[src/hrp_consts.svh]
// hrp_consts.svh: offsets, field positions, reset values and sizes of the
// host register port. Definitions only; included by the port, the register and the bench.
`ifndef HRP_CONSTS_SVH
`define HRP_CONSTS_SVH

// ------------------------------------------------------------
// register select codes (three select pins)
// ------------------------------------------------------------
`define HRP_SEL_DATA      3'h0
`define HRP_SEL_DATA_INC  3'h1
`define HRP_SEL_ADDR      3'h2
`define HRP_SEL_CMDSTS    3'h3
`define HRP_SEL_ACL       3'h4
`define HRP_SEL_ADDR_ALS  3'h5
`define HRP_SEL_ADDR_EXT  3'h6
`define HRP_SEL_DMA_LENGTH    3'h7

// ------------------------------------------------------------
// adapter_control field positions
// ------------------------------------------------------------
`define HRP_ACL_SOFTWARE_HOLD_ACK    4
`define HRP_ACL_DDIR      5
`define HRP_ACL_HRQ       6
`define HRP_ACL_PSEUDO_DMA_ENABLE   7
`define HRP_ACL_ADAPTER_SOFT_RESET    8
`define HRP_ACL_PROCESSOR_HALT    9
`define HRP_ACL_BOOT      10
`define HRP_ACL_RSVD11    11
`define HRP_ACL_INTEN     12
`define HRP_ACL_PEN       13

// ------------------------------------------------------------
// reset values, steps and memory block sizes
// ------------------------------------------------------------
`define HRP_ACL_INTEN_RST 1'h1
`define HRP_REG_RST       16'h0000
`define HRP_ADDR_STEP     16'h0002
`define HRP_SCB_BYTES     5'h06
`define HRP_SSB_BYTES     5'h08
`define HRP_PID_BYTES     5'h12
`define HRP_LIST_SHORT    5'h0E
`define HRP_LIST_MID      5'h14
`define HRP_LIST_LONG     5'h1A
`define HRP_MIN_LISTS     2'h3

`endif

[src/hrp_pkg.sv]
// hrp_pkg.sv: types shared by the host register port files.
// assumes hrp_consts.svh is on the include path.
package hrp_pkg;

  // ------------------------------------------------------------
  // logical register targets after select decode
  // ------------------------------------------------------------
  typedef enum logic [3:0] {
    RID_DATA, RID_DATA_INC, RID_ADDR, RID_CMDSTS, RID_ACL,
    RID_ADDR_EXT, RID_DMA_LENGTH, RID_PDATA, RID_PADDR, RID_PADX
  } hrp_rid_t;

endpackage

[src/hrp_port.sv]
// hrp_port.sv: host direct I/O register port of the ring adapter.
// assumes host pins are asynchronous and held stable from chip select
// to its release; adapter-side inputs are synchronous to mclk.
`include "hrp_consts.svh"
module hrp_port
  import hrp_pkg::*;
(
  input  wire logic        mclk,
  input  wire logic        arst_n,
  input  wire logic        host_cs_n,
  input  wire logic        host_wr_n,
  input  wire logic        interface_mode,
  input  wire logic        bus_width_select,
  input  wire logic        reg_select_hi,
  input  wire logic        reg_select_mid,
  input  wire logic        reg_select_lo,
  input  wire logic        byte_select_or_bus_error,
  input  wire logic        byte_high_enable_n,
  input  wire logic        upper_data_strobe_n,
  input  wire logic        lower_data_strobe_n,
  input  wire logic [15:0] host_din,
  output logic      [15:0] host_dout,
  output logic             host_dout_oe,
  input  wire logic [15:0] adp_rdata,
  input  wire logic [7:0]  adp_status,
  input  wire logic        adp_ddir,
  input  wire logic        adp_hold_req,
  input  wire logic        boot_strap,
  input  wire logic [1:0]  list_len_sel,
  output logic      [15:0] adapter_control,
  output logic      [15:0] adapter_address,
  output logic      [7:0]  command_register,
  output logic             command_strobe,
  output logic      [15:0] mem_wdata,
  output logic      [1:0]  mem_lanes,
  output logic             mem_wr_strobe,
  output logic             mem_rd_strobe,
  output logic      [4:0]  list_entry_bytes,
  output logic      [4:0]  status_block_bytes
);

  // ------------------------------------------------------------
  // pin synchronisation
  // ------------------------------------------------------------
  logic [26:0] pin_raw;   // all host pins in one bundle
  logic [26:0] pin_q;     // filtered pins
  assign pin_raw = {host_cs_n, host_wr_n, interface_mode, bus_width_select,
                    reg_select_hi, reg_select_mid, reg_select_lo,
                    byte_select_or_bus_error, byte_high_enable_n,
                    upper_data_strobe_n, lower_data_strobe_n, host_din};

  hrp_sync #(.W(27)) u_sync (
    .mclk   (mclk),
    .arst_n (arst_n),
    .d      (pin_raw),
    .q      (pin_q)
  );

  logic        f_cs_n;    // filtered chip select
  logic        f_wr_n;    // filtered write strobe
  logic        f_mode;    // high: low-byte-first host
  logic        f_s8;      // high with f_mode high: 8-bit host bus
  logic [2:0]  f_code;    // register select code
  logic        f_bse;     // byte select / address bit zero
  logic        f_bhe_n;   // byte high enable
  logic        f_uds_n;   // upper data strobe
  logic        f_lds_n;   // lower data strobe
  logic [15:0] f_din;     // host write data
  assign {f_cs_n, f_wr_n, f_mode, f_s8, f_code, f_bse, f_bhe_n,
          f_uds_n, f_lds_n, f_din} = pin_q;

  // ------------------------------------------------------------
  // select and lane decode
  // ------------------------------------------------------------
  logic     [15:0] acl_q;     // adapter control view
  logic            pdma_map;  // pseudo-DMA remap active for low codes
  hrp_rid_t        dec_rid;   // decoded target
  logic            mode8;     // 8-bit host bus
  logic            intel16;   // 16-bit low-byte-first bus
  logic            dec_hi;    // high lane chosen
  logic            dec_lo;    // low lane chosen

  assign pdma_map = acl_q[`HRP_ACL_PSEUDO_DMA_ENABLE] & ~f_code[2];
  assign dec_rid  =
      (pdma_map && f_code == `HRP_SEL_DATA)     ? RID_PDATA    :
      (pdma_map && f_code == `HRP_SEL_DATA_INC) ? RID_DMA_LENGTH   :
      (pdma_map && f_code == `HRP_SEL_ADDR)     ? RID_PADDR    :
      (pdma_map && f_code == `HRP_SEL_CMDSTS)   ? RID_PADX     :
      (f_code == `HRP_SEL_DATA)                 ? RID_DATA     :
      (f_code == `HRP_SEL_DATA_INC)             ? RID_DATA_INC :
      (f_code == `HRP_SEL_CMDSTS)               ? RID_CMDSTS   :
      (f_code == `HRP_SEL_ACL)                  ? RID_ACL      :
      (f_code == `HRP_SEL_ADDR_EXT)             ? RID_ADDR_EXT :
      (f_code == `HRP_SEL_DMA_LENGTH)               ? RID_DMA_LENGTH   :
      RID_ADDR;                               // address and its alias
  assign mode8   = f_mode & f_s8;
  assign intel16 = f_mode & ~f_s8;
  // 8-bit: odd code bit picks high byte, high enable ignored
  assign dec_hi = mode8   ? f_bse :
                  intel16 ? ~f_bhe_n :
                  ~f_uds_n;
  assign dec_lo = mode8   ? ~f_bse :
                  intel16 ? ~f_bse :
                  ~f_lds_n;

  // ------------------------------------------------------------
  // access sequencing: capture at start, execute one cycle later
  // ------------------------------------------------------------
  logic     act_ff;     // access seen active last cycle
  logic     exec_ff;    // execute pulse
  logic     wr_ff;      // captured direction
  logic     m8_ff;      // captured bus width
  logic     hi_ff;      // captured high lane
  logic     lo_ff;      // captured low lane
  hrp_rid_t rid_ff;     // captured target
  logic     start;      // first active cycle

  assign start = ~f_cs_n & ~act_ff;

  // selection frozen for the whole access, pins may wander after
  always_ff @(posedge mclk or negedge arst_n) begin
    if (!arst_n) begin
      act_ff  <= 1'b0;
      exec_ff <= 1'b0;
      wr_ff   <= 1'b0;
      m8_ff   <= 1'b0;
      hi_ff   <= 1'b0;
      lo_ff   <= 1'b0;
      rid_ff  <= RID_DATA;
    end else begin
      act_ff  <= ~f_cs_n;
      exec_ff <= start;
      if (start) begin
        wr_ff  <= ~f_wr_n;
        m8_ff  <= mode8;
        hi_ff  <= dec_hi & (dec_rid != RID_PDATA);
        lo_ff  <= dec_lo;
        rid_ff <= dec_rid;
      end
    end
  end

  // ------------------------------------------------------------
  // write data and strobes per register
  // ------------------------------------------------------------
  logic [15:0] wdata;   // byte steered to its lane on 8-bit hosts
  logic        wr_hi;   // high byte written this cycle
  logic        wr_lo;   // low byte written this cycle
  logic        touch_hi; // access reached the high (odd) byte
  assign wdata = m8_ff ? {f_din[7:0], f_din[7:0]} : f_din;
  assign wr_hi = exec_ff & wr_ff & hi_ff;
  assign wr_lo = exec_ff & wr_ff & lo_ff;
  assign touch_hi = exec_ff & hi_ff;

  // odd byte comes last, so the step follows the high-byte access
  logic inc_addr;  // auto-increment request
  assign inc_addr = touch_hi & (rid_ff == RID_DATA_INC);

  logic [15:0] addr_q;   // adapter address
  logic [15:0] adx_q;    // extended address
  logic [15:0] dlen_q;   // dma length
  logic [15:0] paddr_q;  // pseudo-DMA address
  logic [15:0] padx_q;   // pseudo-DMA extended address

  hrp_reg16 u_addr (
    .mclk (mclk), .arst_n (arst_n),
    .wr_hi (wr_hi & (rid_ff == RID_ADDR)), .wr_lo (wr_lo & (rid_ff == RID_ADDR)),
    .inc (inc_addr), .wdata (wdata), .q (addr_q)
  );
  hrp_reg16 u_adx (
    .mclk (mclk), .arst_n (arst_n),
    .wr_hi (wr_hi & (rid_ff == RID_ADDR_EXT)),
    .wr_lo (wr_lo & (rid_ff == RID_ADDR_EXT)),
    .inc (1'b0), .wdata (wdata), .q (adx_q)
  );
  hrp_reg16 u_dlen (
    .mclk (mclk), .arst_n (arst_n),
    .wr_hi (wr_hi & (rid_ff == RID_DMA_LENGTH)), .wr_lo (wr_lo & (rid_ff == RID_DMA_LENGTH)),
    .inc (1'b0), .wdata (wdata), .q (dlen_q)
  );
  hrp_reg16 u_paddr (
    .mclk (mclk), .arst_n (arst_n),
    .wr_hi (wr_hi & (rid_ff == RID_PADDR)), .wr_lo (wr_lo & (rid_ff == RID_PADDR)),
    .inc (1'b0), .wdata (wdata), .q (paddr_q)
  );
  hrp_reg16 u_padx (
    .mclk (mclk), .arst_n (arst_n),
    .wr_hi (wr_hi & (rid_ff == RID_PADX)), .wr_lo (wr_lo & (rid_ff == RID_PADX)),
    .inc (1'b0), .wdata (wdata), .q (padx_q)
  );

  // ------------------------------------------------------------
  // adapter control register
  // ------------------------------------------------------------
  logic [15:0] acl_ff;      // stored control bits
  logic [15:0] nxt_acl;     // next control bits
  logic        strap_done_ff; // boot strap captured after reset
  logic        hrq_d_ff;    // hold request last cycle
  logic        acl_wr_hi;   // high byte written
  logic        acl_wr_lo;   // low byte written
  logic        ares;        // adapter reset currently set
  logic        ares_rise;   // adapter reset written 0 to 1

  assign acl_wr_hi = wr_hi & (rid_ff == RID_ACL);
  assign acl_wr_lo = wr_lo & (rid_ff == RID_ACL);
  assign ares      = acl_ff[`HRP_ACL_ADAPTER_SOFT_RESET];
  assign ares_rise = acl_wr_hi & ~ares & wdata[`HRP_ACL_ADAPTER_SOFT_RESET];

  always_comb begin
    nxt_acl = acl_ff;
    if (acl_wr_lo) begin
      // hold ack only with reset low, pseudo-DMA on and request up
      if (!ares && acl_ff[`HRP_ACL_PSEUDO_DMA_ENABLE] && adp_hold_req) begin
        nxt_acl[`HRP_ACL_SOFTWARE_HOLD_ACK] = wdata[`HRP_ACL_SOFTWARE_HOLD_ACK];
      end else if (!wdata[`HRP_ACL_SOFTWARE_HOLD_ACK]) begin
        nxt_acl[`HRP_ACL_SOFTWARE_HOLD_ACK] = 1'b0;
      end
      if (!ares || !wdata[`HRP_ACL_PSEUDO_DMA_ENABLE]) begin
        nxt_acl[`HRP_ACL_PSEUDO_DMA_ENABLE] = wdata[`HRP_ACL_PSEUDO_DMA_ENABLE];
      end
    end
    if (acl_wr_hi) begin
      nxt_acl[`HRP_ACL_ADAPTER_SOFT_RESET] = wdata[`HRP_ACL_ADAPTER_SOFT_RESET];
      nxt_acl[`HRP_ACL_PEN]    = wdata[`HRP_ACL_PEN];
      if (!ares) begin
        nxt_acl[`HRP_ACL_INTEN] = wdata[`HRP_ACL_INTEN];
      end
      // halt and boot freely writable only under adapter reset
      if (ares) begin
        nxt_acl[`HRP_ACL_PROCESSOR_HALT] = wdata[`HRP_ACL_PROCESSOR_HALT];
        nxt_acl[`HRP_ACL_BOOT]   = wdata[`HRP_ACL_BOOT];
      end else if (!wdata[`HRP_ACL_PROCESSOR_HALT]) begin
        nxt_acl[`HRP_ACL_PROCESSOR_HALT] = 1'b0;
      end
    end
    // reset entry reloads halt and boot from the strap
    if (ares_rise || !strap_done_ff) begin
      nxt_acl[`HRP_ACL_PROCESSOR_HALT] = boot_strap;
      nxt_acl[`HRP_ACL_BOOT]   = boot_strap;
    end
    // end of pseudo-DMA drops hold ack
    if (hrq_d_ff && !adp_hold_req) begin
      nxt_acl[`HRP_ACL_SOFTWARE_HOLD_ACK] = 1'b0;
    end
    nxt_acl[3:0]                = 4'h0;
    nxt_acl[`HRP_ACL_DDIR]      = 1'b0;
    nxt_acl[`HRP_ACL_HRQ]       = 1'b0;
    nxt_acl[`HRP_ACL_RSVD11]    = 1'b0;
    nxt_acl[15:14]              = 2'h0;
  end

  always_ff @(posedge mclk or negedge arst_n) begin
    if (!arst_n) begin
      acl_ff        <= 16'h0000;
      acl_ff[`HRP_ACL_INTEN] <= `HRP_ACL_INTEN_RST;
      strap_done_ff <= 1'b0;
      hrq_d_ff      <= 1'b0;
    end else begin
      acl_ff        <= nxt_acl;
      strap_done_ff <= 1'b1;
      hrq_d_ff      <= adp_hold_req;
    end
  end

  // live direction and request bits merged into the view
  assign acl_q = acl_ff | ({15'h0000, adp_ddir} << `HRP_ACL_DDIR)
                        | ({15'h0000, adp_hold_req} << `HRP_ACL_HRQ);

  // ------------------------------------------------------------
  // command, data port, pseudo-DMA data and read-back
  // ------------------------------------------------------------
  logic [7:0]  cmd_ff;     // command byte
  logic        cmd_stb_ff; // command written
  logic [7:0]  pdat_ff;    // pseudo-DMA data byte
  logic [15:0] mwd_ff;     // adapter memory write data
  logic [1:0]  mln_ff;     // adapter memory lanes
  logic        mwr_ff;     // memory write strobe
  logic        mrd_ff;     // memory read strobe
  logic [15:0] dout_ff;    // host read data
  logic [4:0]  lst_ff;     // list entry length
  logic [15:0] rd_word;    // selected register word
  logic        is_data;    // data port targeted

  assign is_data = (rid_ff == RID_DATA) | (rid_ff == RID_DATA_INC);
  assign rd_word = is_data                  ? adp_rdata :
                   (rid_ff == RID_CMDSTS)   ? {cmd_ff, adp_status} :
                   (rid_ff == RID_ACL)      ? acl_q :
                   (rid_ff == RID_ADDR)     ? addr_q :
                   (rid_ff == RID_ADDR_EXT) ? adx_q :
                   (rid_ff == RID_DMA_LENGTH)   ? dlen_q :
                   (rid_ff == RID_PADDR)    ? paddr_q :
                   (rid_ff == RID_PADX)     ? padx_q :
                   {8'h00, pdat_ff};

  always_ff @(posedge mclk or negedge arst_n) begin
    if (!arst_n) begin
      cmd_ff     <= 8'h00;
      cmd_stb_ff <= 1'b0;
      pdat_ff    <= 8'h00;
      mwd_ff     <= 16'h0000;
      mln_ff     <= 2'h0;
      mwr_ff     <= 1'b0;
      mrd_ff     <= 1'b0;
      dout_ff    <= 16'h0000;
      lst_ff     <= `HRP_LIST_SHORT;
    end else begin
      cmd_stb_ff <= wr_hi & (rid_ff == RID_CMDSTS);
      mwr_ff     <= exec_ff & wr_ff & is_data;
      mrd_ff     <= exec_ff & ~wr_ff & is_data;
      if (wr_hi && rid_ff == RID_CMDSTS) begin
        cmd_ff <= wdata[15:8];
      end
      if (wr_lo && rid_ff == RID_PDATA) begin
        pdat_ff <= wdata[7:0];
      end
      if (exec_ff && is_data) begin
        mwd_ff <= wdata;
        mln_ff <= {hi_ff, lo_ff};
      end
      if (exec_ff && !wr_ff) begin
        // 8-bit hosts see the chosen byte on the low lines
        dout_ff <= (m8_ff && hi_ff) ? {8'h00, rd_word[15:8]} :
                   {hi_ff ? rd_word[15:8] : 8'h00,
                    lo_ff ? rd_word[7:0]  : 8'h00};
      end
      lst_ff <= (list_len_sel == 2'h2) ? `HRP_LIST_LONG :
                (list_len_sel == 2'h1) ? `HRP_LIST_MID : `HRP_LIST_SHORT;
    end
  end

  // ------------------------------------------------------------
  // outputs
  // ------------------------------------------------------------
  assign host_dout          = dout_ff;
  assign host_dout_oe       = act_ff & ~exec_ff & ~f_cs_n & ~wr_ff & ~start;
  assign adapter_control    = acl_q;
  assign adapter_address    = addr_q;
  assign command_register   = cmd_ff;
  assign command_strobe     = cmd_stb_ff;
  assign mem_wdata          = mwd_ff;
  assign mem_lanes          = mln_ff;
  assign mem_wr_strobe      = mwr_ff;
  assign mem_rd_strobe      = mrd_ff;
  assign list_entry_bytes   = lst_ff;
  assign status_block_bytes = `HRP_SSB_BYTES;

  // ------------------------------------------------------------
  // checks
  // ------------------------------------------------------------
  a_low_bits_zero: assert property (@(posedge mclk) disable iff (!arst_n)
    acl_q[3:0] == 4'h0) else $error("control low bits not zero");
  a_rsvd_zero: assert property (@(posedge mclk) disable iff (!arst_n)
    !acl_q[`HRP_ACL_RSVD11]) else $error("reserved bit 11 set");
  a_exec_follows: assert property (@(posedge mclk) disable iff (!arst_n)
    start |=> exec_ff ##1 $stable(rid_ff)) else $error("exec not after start");
  a_word_both: assert property (@(posedge mclk) disable iff (!arst_n)
    start && intel16 && !f_bhe_n && !f_bse && dec_rid != RID_PDATA
    |=> hi_ff && lo_ff) else $error("word access lost a lane");
  a_strobe_lane: assert property (@(posedge mclk) disable iff (!arst_n)
    start && !f_mode && f_uds_n && !f_lds_n |=> !hi_ff && lo_ff)
    else $error("strobe lane wrong");
  a_pdma_byte: assert property (@(posedge mclk) disable iff (!arst_n)
    exec_ff && rid_ff == RID_PDATA |-> !hi_ff) else $error("pseudo data high lane");
  a_pdma_map: assert property (@(posedge mclk) disable iff (!arst_n)
    start && acl_q[`HRP_ACL_PSEUDO_DMA_ENABLE] && f_code == `HRP_SEL_ADDR
    |=> rid_ff == RID_PADDR) else $error("pseudo remap wrong");
  a_autoinc: assert property (@(posedge mclk) disable iff (!arst_n)
    inc_addr && !(wr_hi || wr_lo) |=> addr_q == $past(addr_q) + `HRP_ADDR_STEP)
    else $error("address not stepped");
  a_byte8_lane: assert property (@(posedge mclk) disable iff (!arst_n)
    start && mode8 && f_bse |=> hi_ff && !lo_ff) else $error("8-bit lane wrong");

endmodule

[src/hrp_sync.sv]
// hrp_sync.sv: three-stage pin synchroniser with agreement filter.
// assumes inputs are asynchronous to mclk; output updates only when the
// second and third stages agree.
module hrp_sync #(
  parameter int W = 1
) (
  input  wire logic         mclk,
  input  wire logic         arst_n,
  input  wire logic [W-1:0] d,
  output logic      [W-1:0] q
);

  logic [W-1:0] s1_ff;  // first stage, read only by s2
  logic [W-1:0] s2_ff;  // second stage
  logic [W-1:0] s3_ff;  // third stage
  logic [W-1:0] q_ff;   // filtered value

  // ------------------------------------------------------------
  // shift chain; a bit changes once stages two and three agree
  // ------------------------------------------------------------
  always_ff @(posedge mclk or negedge arst_n) begin
    if (!arst_n) begin
      s1_ff <= '1;
      s2_ff <= '1;
      s3_ff <= '1;
      q_ff  <= '1;
    end else begin
      s1_ff <= d;
      s2_ff <= s1_ff;
      s3_ff <= s2_ff;
      q_ff  <= (s2_ff & s3_ff) | (q_ff & (s2_ff ^ s3_ff));
    end
  end

  assign q = q_ff;

endmodule

[src/hrp_reg16.sv]
// hrp_reg16.sv: 16-bit register with independent byte writes and an
// optional word-address increment.
// assumes write and increment never collide (the register gives writes priority).
`include "hrp_consts.svh"
module hrp_reg16 (
  input  wire logic        mclk,
  input  wire logic        arst_n,
  input  wire logic        wr_hi,
  input  wire logic        wr_lo,
  input  wire logic        inc,
  input  wire logic [15:0] wdata,
  output logic      [15:0] q
);

  logic [15:0] val_ff;      // stored value
  logic [15:0] nxt_val;     // next value

  // byte lanes merged, increment only without a write
  assign nxt_val = (wr_hi | wr_lo) ?
                   {wr_hi ? wdata[15:8] : val_ff[15:8],
                    wr_lo ? wdata[7:0]  : val_ff[7:0]} :
                   (inc ? val_ff + `HRP_ADDR_STEP : val_ff);

  // ------------------------------------------------------------
  // storage
  // ------------------------------------------------------------
  always_ff @(posedge mclk or negedge arst_n) begin
    if (!arst_n) begin
      val_ff <= `HRP_REG_RST;
    end else begin
      val_ff <= nxt_val;
    end
  end

  assign q = val_ff;

endmodule

[config.mk]
export PLATFORM = sky130hd
export DESIGN_NAME = hrp_port
export DESIGN_NICKNAME = d
export VERILOG_FILES = /design/src/hrp_pkg.sv /design/src/hrp_port.sv /design/src/hrp_sync.sv /design/src/hrp_reg16.sv
export VERILOG_INCLUDE_DIRS = /design/src
export SDC_FILE = /design/constraint.sdc
export NUM_CORES = 1
export LEC_CHECK = 0
export ABC_AREA = 1
export ABC_CLOCK_PERIOD_IN_PS = 3700
export BUFFER_PORTS_ARGS = -buffer_cell sky130_fd_sc_hd__buf_4
export CORE_UTILIZATION = 50
export DETAILED_ROUTE_END_ITERATION = 16
export PLACE_DENSITY = 0.81
export SETUP_SLACK_MARGIN = 0.1
export SLEW_MARGIN = 40
export SYNTH_ARGS = -nofsm -noshare
export SYNTH_HDL_FRONTEND = slang
export SYNTH_HIERARCHICAL = 1
export SYNTH_SLANG_ARGS = --single-unit
[constraint.sdc]
create_clock -name mclk -period 3.7 [get_ports mclk]
set_input_delay 0 -clock mclk [delete_from_list [all_inputs] [get_ports mclk]]
set_output_delay 0 -clock mclk [all_outputs]
set_load 0.01 [all_outputs]
==> metrics.md, run 1 <==
| Metric | Value |
|---|---|
| Post-synth top area cell | dfrtp_1 |
| Areal power density over the cells | roughly 620 nW/um^2 |
| Placed insts | between 2000 and 2500 |
| Filler instances | roughly 2200 |
| Non-filler instance count after layout | approximately 2300 |
| Reg-to-Reg Start | rid_ff[3]$_DFFE_PN0P_ |
| Proportion of power drawn by combinational gates | 0.306 |
| Post-synthesis instance area | 13800 um^2 |
| Area fraction of the dominant cell type after synthesis | 0.276 |
| Pin count of the biggest net entering global routing | 75 |
| Main flop type after synthesis | dfrtp_1 |
| Leakage component of the power | slightly above 8 nW |
| Number of cells on the critical path | 14 |
| Crit-path cells | inv_2 -> nor2_4 -> nand2_1 -> or2_2 -> nand3_1 -> nand2_1 -> nand2_1 -> nand2_1 -> nand2_1 -> nand2_1 -> nand2_1 -> dlygate4sd3_1 -> a21oi_1 -> dlygate4sd3_1 |
| HP Class | in2async |
| Clock Power Share | 0.279 |
| Worst Setup Start Kind | register |
| Clock sink total | around 260 |
| Reported net switching power | between 0.003 and 0.004 W |
| ANT cells | 0 |
| Area of the die | between 20000 and 30000 um^2 |
| Highest achievable clock rate | 306 MHz |
| YS warnings | 6 |
| Met2 routing resource usage after global routing | 0.474 |
| Share of the cycle needed by the critical path after routing | 0.883 |
| Worst-case clock buffer depth | 3 |
| Data arrival time of the worst path | 3.72 ns |
| Slowest CP cell | dlygate4sd3_1 |
| Setup Total Neg Slack | 0 ns |
| Clock buffers created by TritonCTS | 28 |
| Global placer's final weighted congestion | between 1 and 1.5 |
| Largest delay share family, worst path | simple AND/OR/NAND/NOR gates |
| Buffers inserted by post-CTS timing repair | 0 |
| First-pass DRT Iterations | 5 |
| Post-synthesis cell count | 1737 |
| Gr usage total | 0.284 |
| Clk Tree Root Cell | clkbuf_16 |
| Total length of routed wires | 39900 um |
| Layout cell share with drive strength beyond 1 | 0.199 |
| Unique cell type count in the Yosys netlist | 42 |
| Maximum resistive drop on vdd | roughly 0.43 mV |
| Global-route wire length before repair | 63300 um |
| Horiz. Die Dim | around 170 um |
| Via Count | approximately 13000 |
| Smallest setup slack after layout | roughly 0.43 ns |
| Seq/Total Area, Yosys | 0.488 |
| Required @ worst endpoint | between 4 and 5 ns |
| Number of endpoints with negative hold slack in the final report | 0 |
| Run status | finished, final reports clean |
| Critical Path Start | rid_ff[3]$_DFFE_PN0P_ |
| Worst-path clk slew | 0.07 ns |
| Critical Path Fanout Max | 13 |
| Buffers added on ports | between 100 and 150 |
| # nets final | 2023 |
| Setup skew after layout | about 0.029 ns |
| Count of endpoints failing setup in the final report | 0 |
| Wirelength per Cell | approximately 17 um |
| Latest clock arrival within the worst-skew pair | 0.57 ns |
| Top Usage Layer GRT | met2 |
| Register share of total power | 0.415 |
| Area Growth Syn to Fin | 20.6% |
| Area of the core region | 27000 um^2 |
| Maximum level of the CTS H-tree | 1 |
| Crit path to | host_dout[7]$_DFFE_PN0P_ |
| TritonCTS clock tree | yes |
| Critical Path Sink Type | register |
| Grt ovf | 0 |
| Worst reg2reg endpoint | host_dout[7]$_DFFE_PN0P_ |
| Final standard cell utilization of the core | 0.615 |
| Slew Viols, Final | 0 |
| Place WS | around 1.2 ns |
| Met3 track utilization from global routing | 0.0334 |
| Met1 track utilization from global routing | 0.381 |
| Antenna violations before repair | 0 |
| Mean instance size in the synthesized netlist | 7.93 um^2 |
| Most numerous cell on the critical path | nand2_1 |
| Post-synthesis sequential element count | around 260 |
| Total buffers and inverters traversed by the critical path | 3 |
| Switching share of power | 0.374 |
| Register-to-Register Setup Slack | roughly 0.43 ns |
| # Max-Cap Violations | 0 |
| DRC violation count after routing | 0 |
| Initial standard-cell utilization of the core | 0.510 |
| Number of global-route vias before repair | approximately 12000 |
| Number of antenna-violating nets in the routed design | 0 |
| Number of synthesized flops with an enable pin | 0 |
| Delay contributed by the slowest stage of the critical path | approximately 0.56 ns |
| Number of DRC markers after the initial detailed-route iteration | around 1500 |
| Setup repair after global routing missed its margin | false |
| Internal power consumption | ~0.0064 W |
| Sum of internal, switching and leakage power | 0.0103 W |
| Average vias per placed instance | 5.51 |
| Share of flip-flops with an asynchronous set or reset after synthesis | 1.00 |
| Final worst path period need | 3.27 ns |
| Top-level port count | about 150 |
| Critical path type | reg2reg |
| Relative slew slack | 0.444 |
| Transition time of the tightest slew-check pin | a little over 0.8 ns |
| DP HPWL | roughly 27000 um |
| Die height | approximately 170 um |
| Logic depth of the worst register-to-register path | 14 |
| Placement row count | 60 |
| Leading cell types by total area after synthesis | dfrtp_1 28%, dfstp_2 21%, nand2_1 15% |
==> final cells by class <==
cell class,count,area (um^2),area share
multi-input combinational,1227,5960,0.358
sequential,263,6720,0.404
clock inverter,14,131,0.00790
inverter,204,782,0.0470
tap,341,427,0.0257
timing repair buffer,207,1770,0.107
clock buffer,38,828,0.0498
==> power groups by stage <==
stage,sequential [W],combinational [W],clock (W)
3_3_place_gp,0.00424,0.00280,0
2_1_floorplan,0.00413,0.00171,0
6_report,0.00425,0.00314,0.00286
3_5_place_dp,0.00425,0.00289,0
4_1_cts,0.00422,0.00304,0.00288
5_1_grt,0.00431,0.00344,0.00301
==> cell families (layout without fill, tap and decap cells) <==
group,count (synthesis),in the layout,share of synthesized area
other cells,2,18,0.000545
fa+ha+maj,34,34,0.0309
compound gates,212,212,0.0858
flops,263,263,0.488
xor+xnor,10,10,0.00636
simple gates,953,953,0.303
buf+inv,263,463,0.0858
==> what timing repair did <==
item                                   4_1_cts  5_1_grt
hold buffers                                60        0
gates resized for setup                      0        0
endpoints found under the hold margin      128        0
==> Yosys cell counts, types with 5 or more instances <==
master and n:
nor2_1 175, nor2_2 17, buf_4 18, inv_4 6, inv_1 187, dfstp_2 111, o21bai_1 10, nor2_4 15
o21ai_1 16, nand2_1 537, clkbuf_1 7, a32o_1 5, o22ai_1 11, buf_2 23, nand3_1 139, dfrtp_1 152
nor2_8 6, buf_6 11, ha_1 34, a21oi_1 47, or2_2 12, a21boi_1 5, nand4_1 36, a31oi_1 7
o21ai_0 100, xor2_1 10, inv_2 9
==> sequential cells by signal, indices dropped and copies added, names as in the netlist, 16 cells and up <==
| name | count |
|---|---|
| u_dlen/q | 16 |
| u_sync/s3_ff | 27 |
| u_sync/q | 27 |
| mem_wdata | 16 |
| u_adx/q | 16 |
| u_sync/s2_ff | 27 |
| u_padx/q | 16 |
| u_paddr/q | 16 |
| host_dout | 16 |
| u_sync/s1_ff | 27 |
| u_addr/q | 16 |
==> stage by stage <==
stage          hold WS [ns]  area (um^2)
2_1_floorplan        -0.296        13800
3_3_place_gp          0.108        15000
3_5_place_dp        -0.0614        15000
4_1_cts              0.0118        16600
5_1_grt              0.0378        16600
6_report             0.0127        16600
==> worst min path at each step <==
stage | endpoint | depth (start not counted) | from
finish | host_dout[9]$_DFFE_PN0P_ | 3 | arst_n
CTS | host_dout[9]$_DFFE_PN0P_ | 3 | arst_n
floorplan | acl_ff[10]$_DFFE_PN0P_ | 0 | arst_n
detailed placement | host_dout[15]$_DFFE_PN0P_ | 1 | arst_n
global route | host_dout[9]$_DFFE_PN0P_ | 3 | arst_n
global placement | u_sync/s1_ff[16]$_DFF_PN1_ | 1 | lower_data_strobe_n
==> layout by cell type (no fill, tap or decap), drive strengths merged, types with 3 or more instances in the layout <==
cell type    Yosys  layout
clkbuf           7      38
a31oi            7       7
dfstp          111     111
a22o             3       3
dfrtp          152     152
inv            202     204
a21oi           47      47
conb             2      18
ha              34      34
nand4           36      36
nor3             3       3
xor2            10      10
nand3          139     139
nand3b           4       4
o21bai          10      10
nand2          543     543
buf             52     148
or2             15      15
dlygate4sd3      0      59
nor2           213     213
a32o             5       5
a21boi           5       5
o22ai           11      11
a22oi            3       3
clkinv           2      12
o21ai          118     118
==> worst min-delay path, stage by stage <==
cell,delay (ns)
dlygate4sd3_1,0.57
buf_8,0.13
buf_16,0.25
==> layer usage <==
| metal | vias up | wire length [um] |
|---|---|---|
| met3 | 123 | 3170 |
| li1 | 5898 | - |
| met2 | 616 | 18900 |
| met5 | - | 0 |
| met4 | 0 | 1590 |
| met1 | 6009 | 16200 |
(Power assumes the default switching activity.)
==> run 2, diff against run 1 <==
ABC_AREA = not set   (was 1)
==> run 2 against run 1 <==
Against the previous run: flip-flop and latch count stayed put; clock power up 15%; worst hold slack worse by 0.00091 ns; core utilization grew 0.65 points; clock skew decreased by 0.020 ns; non-clock buffer count decreased by 7; maximum frequency shrank 1.5%; final cell count is 26% lower; total power increased by 10%; combinational power is 7.3% higher; cell area down 5.8%; first-iteration DRC count fell by 40%.
==> metrics.md, run 2 <==
| Metric | Value |
|---|---|
| Register-to-Register Setup Slack | 0.38 ns (was 0.43 ns) |
| Worst-path clk slew | 0.06 ns (was 0.07 ns) |
| Seq/Total Area, Yosys | 0.524 (was 0.488) |
| Reg-to-Reg Start | rid_ff[1]$_DFFE_PN0P_ (was rid_ff[3]$_DFFE_PN0P_) |
| Critical path type | reg2reg (unchanged) |
| Number of global-route vias before repair | 9891 (was 12000) |
| Clock buffers created by TritonCTS | 29 (was 28) |
| Worst Setup Start Kind | register (unchanged) |
| Number of endpoints with negative hold slack in the final report | 0 (unchanged) |
| Data arrival time of the worst path | 3.77 ns (was 3.72 ns) |
| Non-filler instance count after layout | 1709 (was 2294) |
| YS warnings | 6 (unchanged) |
| Run status | finished, final reports clean (unchanged) |
| ANT cells | 0 (unchanged) |
| Commonest cells in the netlist | 152 x dfrtp_1, 141 x nand2_1, 111 x dfstp_2 (was 537 x nand2_1, 187 x inv_1, 175 x nor2_1) |
| Die height | 162 um (was 168 um) |
| Setup Total Neg Slack | 0 ns (unchanged) |
| Transition time of the tightest slew-check pin | 0.763 ns (was 0.828 ns) |
| Buffers added on ports | 132 (unchanged) |
| First-pass DRT Iterations | 5 (unchanged) |
| Leading cell types by total area after synthesis | dfrtp_1 30%, dfstp_2 23%, nand2_1 4.1% (was dfrtp_1 28%, dfstp_2 21%, nand2_1 15%) |
| Grt ovf | 0 (unchanged) |
| Leading cell type by number of instances after synthesis | dfrtp_1 (was nand2_1) |
| Unique cell type count in the Yosys netlist | 70 (was 42) |
| Launch point of the worst hold path | adp_rdata[14] |
| Gr usage total | 0.284 (about the same) |
| Logic depth of the worst register-to-register path | 7 (was 14) |
| Main flop type after synthesis | dfrtp_1 (unchanged) |
| Antenna violations before repair | 0 (unchanged) |
| Reported net switching power | 0.00411 W (was 0.00383 W) |
| Switching share of power | 0.363 (was 0.374) |
| Number of antenna-violating nets in the routed design | 0 (unchanged) |
| Highest achievable clock rate | 301 MHz (was 306 MHz) |
| Via Count | 9971 (was 12600) |
| Min-Delay Path Depth | 4 |
| Number of synthesized flops with an enable pin | 0 (unchanged) |
| Maximum resistive drop on vdd | 0.467 mV (was 0.431 mV) |
| Wirelength per Cell | 21.5 um (was 17.4 um) |
| Count of endpoints failing setup in the final report | 0 (unchanged) |
| Area of the core region | 25200 um^2 (was 27000 um^2) |
| Areal power density over the cells | 723 nW/um^2 (was 617 nW/um^2) |
| Latest clock arrival within the worst-skew pair | 0.57 ns (about the same) |
| Final worst path period need | 3.32 ns (was 3.27 ns) |
| Critical Path Sink Type | register (unchanged) |
| Required @ worst endpoint | 4.15 ns (about the same) |
| Clk Tree Root Cell | clkbuf_16 (unchanged) |
| DP HPWL | 25100 um (was 26800 um) |
| Area of the die | 26300 um^2 (was 28200 um^2) |
| Clock sink total | 263 (unchanged) |
| Area of the multi-input gates | 5620 um^2 (was 5960 um^2) |
| # Max-Cap Violations | 0 (unchanged) |
| Critical Path Fanout Max | 30 (was 13) |
| TritonCTS clock tree | yes (unchanged) |
| Area taken by flip-flops and latches | 6720 um^2 (about the same) |
| Setup repair after global routing missed its margin | false (unchanged) |
| Post-synthesis sequential element count | 263 (unchanged) |
| Top-level port count | 146 (unchanged) |
| Setup skew after layout | 0.00866 ns (was 0.0289 ns) |
| Post-synthesis instance area | 12800 um^2 (was 13800 um^2) |
| Proportion of power drawn by combinational gates | 0.298 (was 0.306) |
| Mean instance size in the synthesized netlist | 10.9 um^2 (was 7.93 um^2) |
| Area fraction of the dominant cell type after synthesis | 0.297 (was 0.276) |
| WHS Endpoint | host_dout[14]$_DFFE_PN0P_ |
| Clock Power Share | 0.290 (was 0.279) |
| HP Class | in2reg (was in2async) |
| Buffers inserted by post-CTS timing repair | 0 (unchanged) |
| Filler instances | 2016 (was 2188) |
| Initial standard-cell utilization of the core | 0.509 (was 0.510) |
| Horiz. Die Dim | 162 um (was 168 um) |
| Most used cells in the layout excluding fill and tap cells | 151 x dfrtp_1, 151 x buf_4, 141 x nand2_1 (was 537 x nand2_1, 187 x inv_1, 175 x nor2_1) |
| Post-synth top area cell | dfrtp_1 (unchanged) |
| Share of flip-flops with an asynchronous set or reset after synthesis | 1.00 (unchanged) |
| Worst-case clock buffer depth | 3 (unchanged) |
| Post-synthesis cell count | 1175 (was 1737) |
| Layout cell share with drive strength beyond 1 | 0.294 (was 0.199) |
| Global-route wire length before repair | 56900 um (was 63300 um) |
| Placed insts | 1609 (was 2182) |
| Worst reg2reg endpoint | host_dout[5]$_DFFE_PN0P_ (was host_dout[7]$_DFFE_PN0P_) |
| # nets final | 1448 (was 2023) |
| Total length of routed wires | 36800 um (was 39900 um) |
| Average vias per placed instance | 5.83 (was 5.51) |
| Internal power consumption | 0.00721 W (was 0.00642 W) |
| Leakage component of the power | 6.79 nW (was 8.25 nW) |
| DRC violation count after routing | 0 (unchanged) |
| Pin count of the biggest net entering global routing | 73 (was 75) |
| Register share of total power | 0.412 (was 0.415) |
| Critical Path Start | rid_ff[1]$_DFFE_PN0P_ (was rid_ff[3]$_DFFE_PN0P_) |
| Slew Viols, Final | 0 (unchanged) |
| Number of gates resized after CTS | 0 (unchanged) |
| Area Growth Syn to Fin | 22.1% (was 20.6%) |
| Relative slew slack | 0.491 (was 0.444) |
| Placement row count | 58 (was 60) |
| Global placer's final weighted congestion | 1.00 (was 1.01) |
| Share of the cycle needed by the critical path after routing | 0.897 (was 0.883) |
| Number of DRC markers after the initial detailed-route iteration | 895 (was 1481) |
| Maximum level of the CTS H-tree | 1 (unchanged) |
-- run 2: cell types whose count changed after synthesis, moves of 26 or more --
cell     delta
nand2_1   -396
inv_1     -151
nor2_1    -140
nand3_1   -113
xnor2_1    +55
o21ai_0    -52
mux2_2     +38
nor3_1     +36
a21o_1     +35
o21ai_1    +26
-- run 2: power by group through the flow --
stage	clock (W)	combinational [W]	sequential (W)
after global placement	0	0.00316	0.00464
after CTS	0.00332	0.00330	0.00464
after global routing	0.00344	0.00363	0.00475
final	0.00328	0.00337	0.00467
after floorplan	0	0.00211	0.00441
after detailed placement	0	0.00323	0.00467
-- run 2: worst max path at each step --
stage,depth (start not counted),to,slack [ns]
2_1_floorplan,10,u_addr/q[4]$_DFFE_PN0P_,1.27
3_3_place_gp,6,host_dout[5]$_DFFE_PN0P_,1.12
3_5_place_dp,6,host_dout[5]$_DFFE_PN0P_,1.02
4_1_cts,7,host_dout[5]$_DFFE_PN0P_,0.47
5_1_grt,7,host_dout[5]$_DFFE_PN0P_,0.21
6_report,7,host_dout[5]$_DFFE_PN0P_,0.38
-- run 2: timing repair --
item	CTS	global route
hold endpoints to repair	244	0
hold buffers	46	0
endpoints found under the setup margin	0	0
-- run 2: cell type report --
class | count | area share
flip-flops and latches | 263 | 0.429
multi-input cells | 826 | 0.359
repair buffers | 200 | 0.106
clock buffers | 37 | 0.0523
well taps | 330 | 0.0264
clock inverters | 17 | 0.0184
inverters | 36 | 0.00863
-- run 2: layer usage --
layer  vias to the layer above  routed length (um)  GRT usage
met5                         -                   0          0
met4                         0                1630      0.111
met3                       114                3260     0.0444
met2                       508               17300      0.464
met1                      4864               14600      0.380
li1                       4485                   -          -
-- run 2: logic make-up after synthesis --
group / synth area share
simple gates: 0.166
flops: 0.524
compound gates: 0.131
buf+inv: 0.0446
xor+xnor: 0.0478
mux: 0.0529
fa+ha+maj: 0.0332
other cells: 0.000586
-- run 2: stage by stage --
stage	power (W)	cell area [um^2]	hold slack, ns	util	setup WS [ns]
finish	0.0113	15700	0.0118	0.621	0.381
global route	0.0118	15700	0.0405	0.621	0.214
CTS	0.0113	15700	0.000996	0.621	0.465
detailed placement	0.00790	14100	-0.0510	0.559	1.02
global placement	0.00780	14100	0.108	0.558	1.12
floorplan	0.00652	12900	-0.296	-	1.27
-- run 2: critical path, stage by stage (launching register included) --
cell and delay, ns:
dfrtp_1 0.71, buf_4 0.39, nor2b_1 0.55, a21oi_1 0.16, or2_2 0.30, a311oi_1 0.35
o221ai_1 0.17, dlygate4sd3_1 0.57
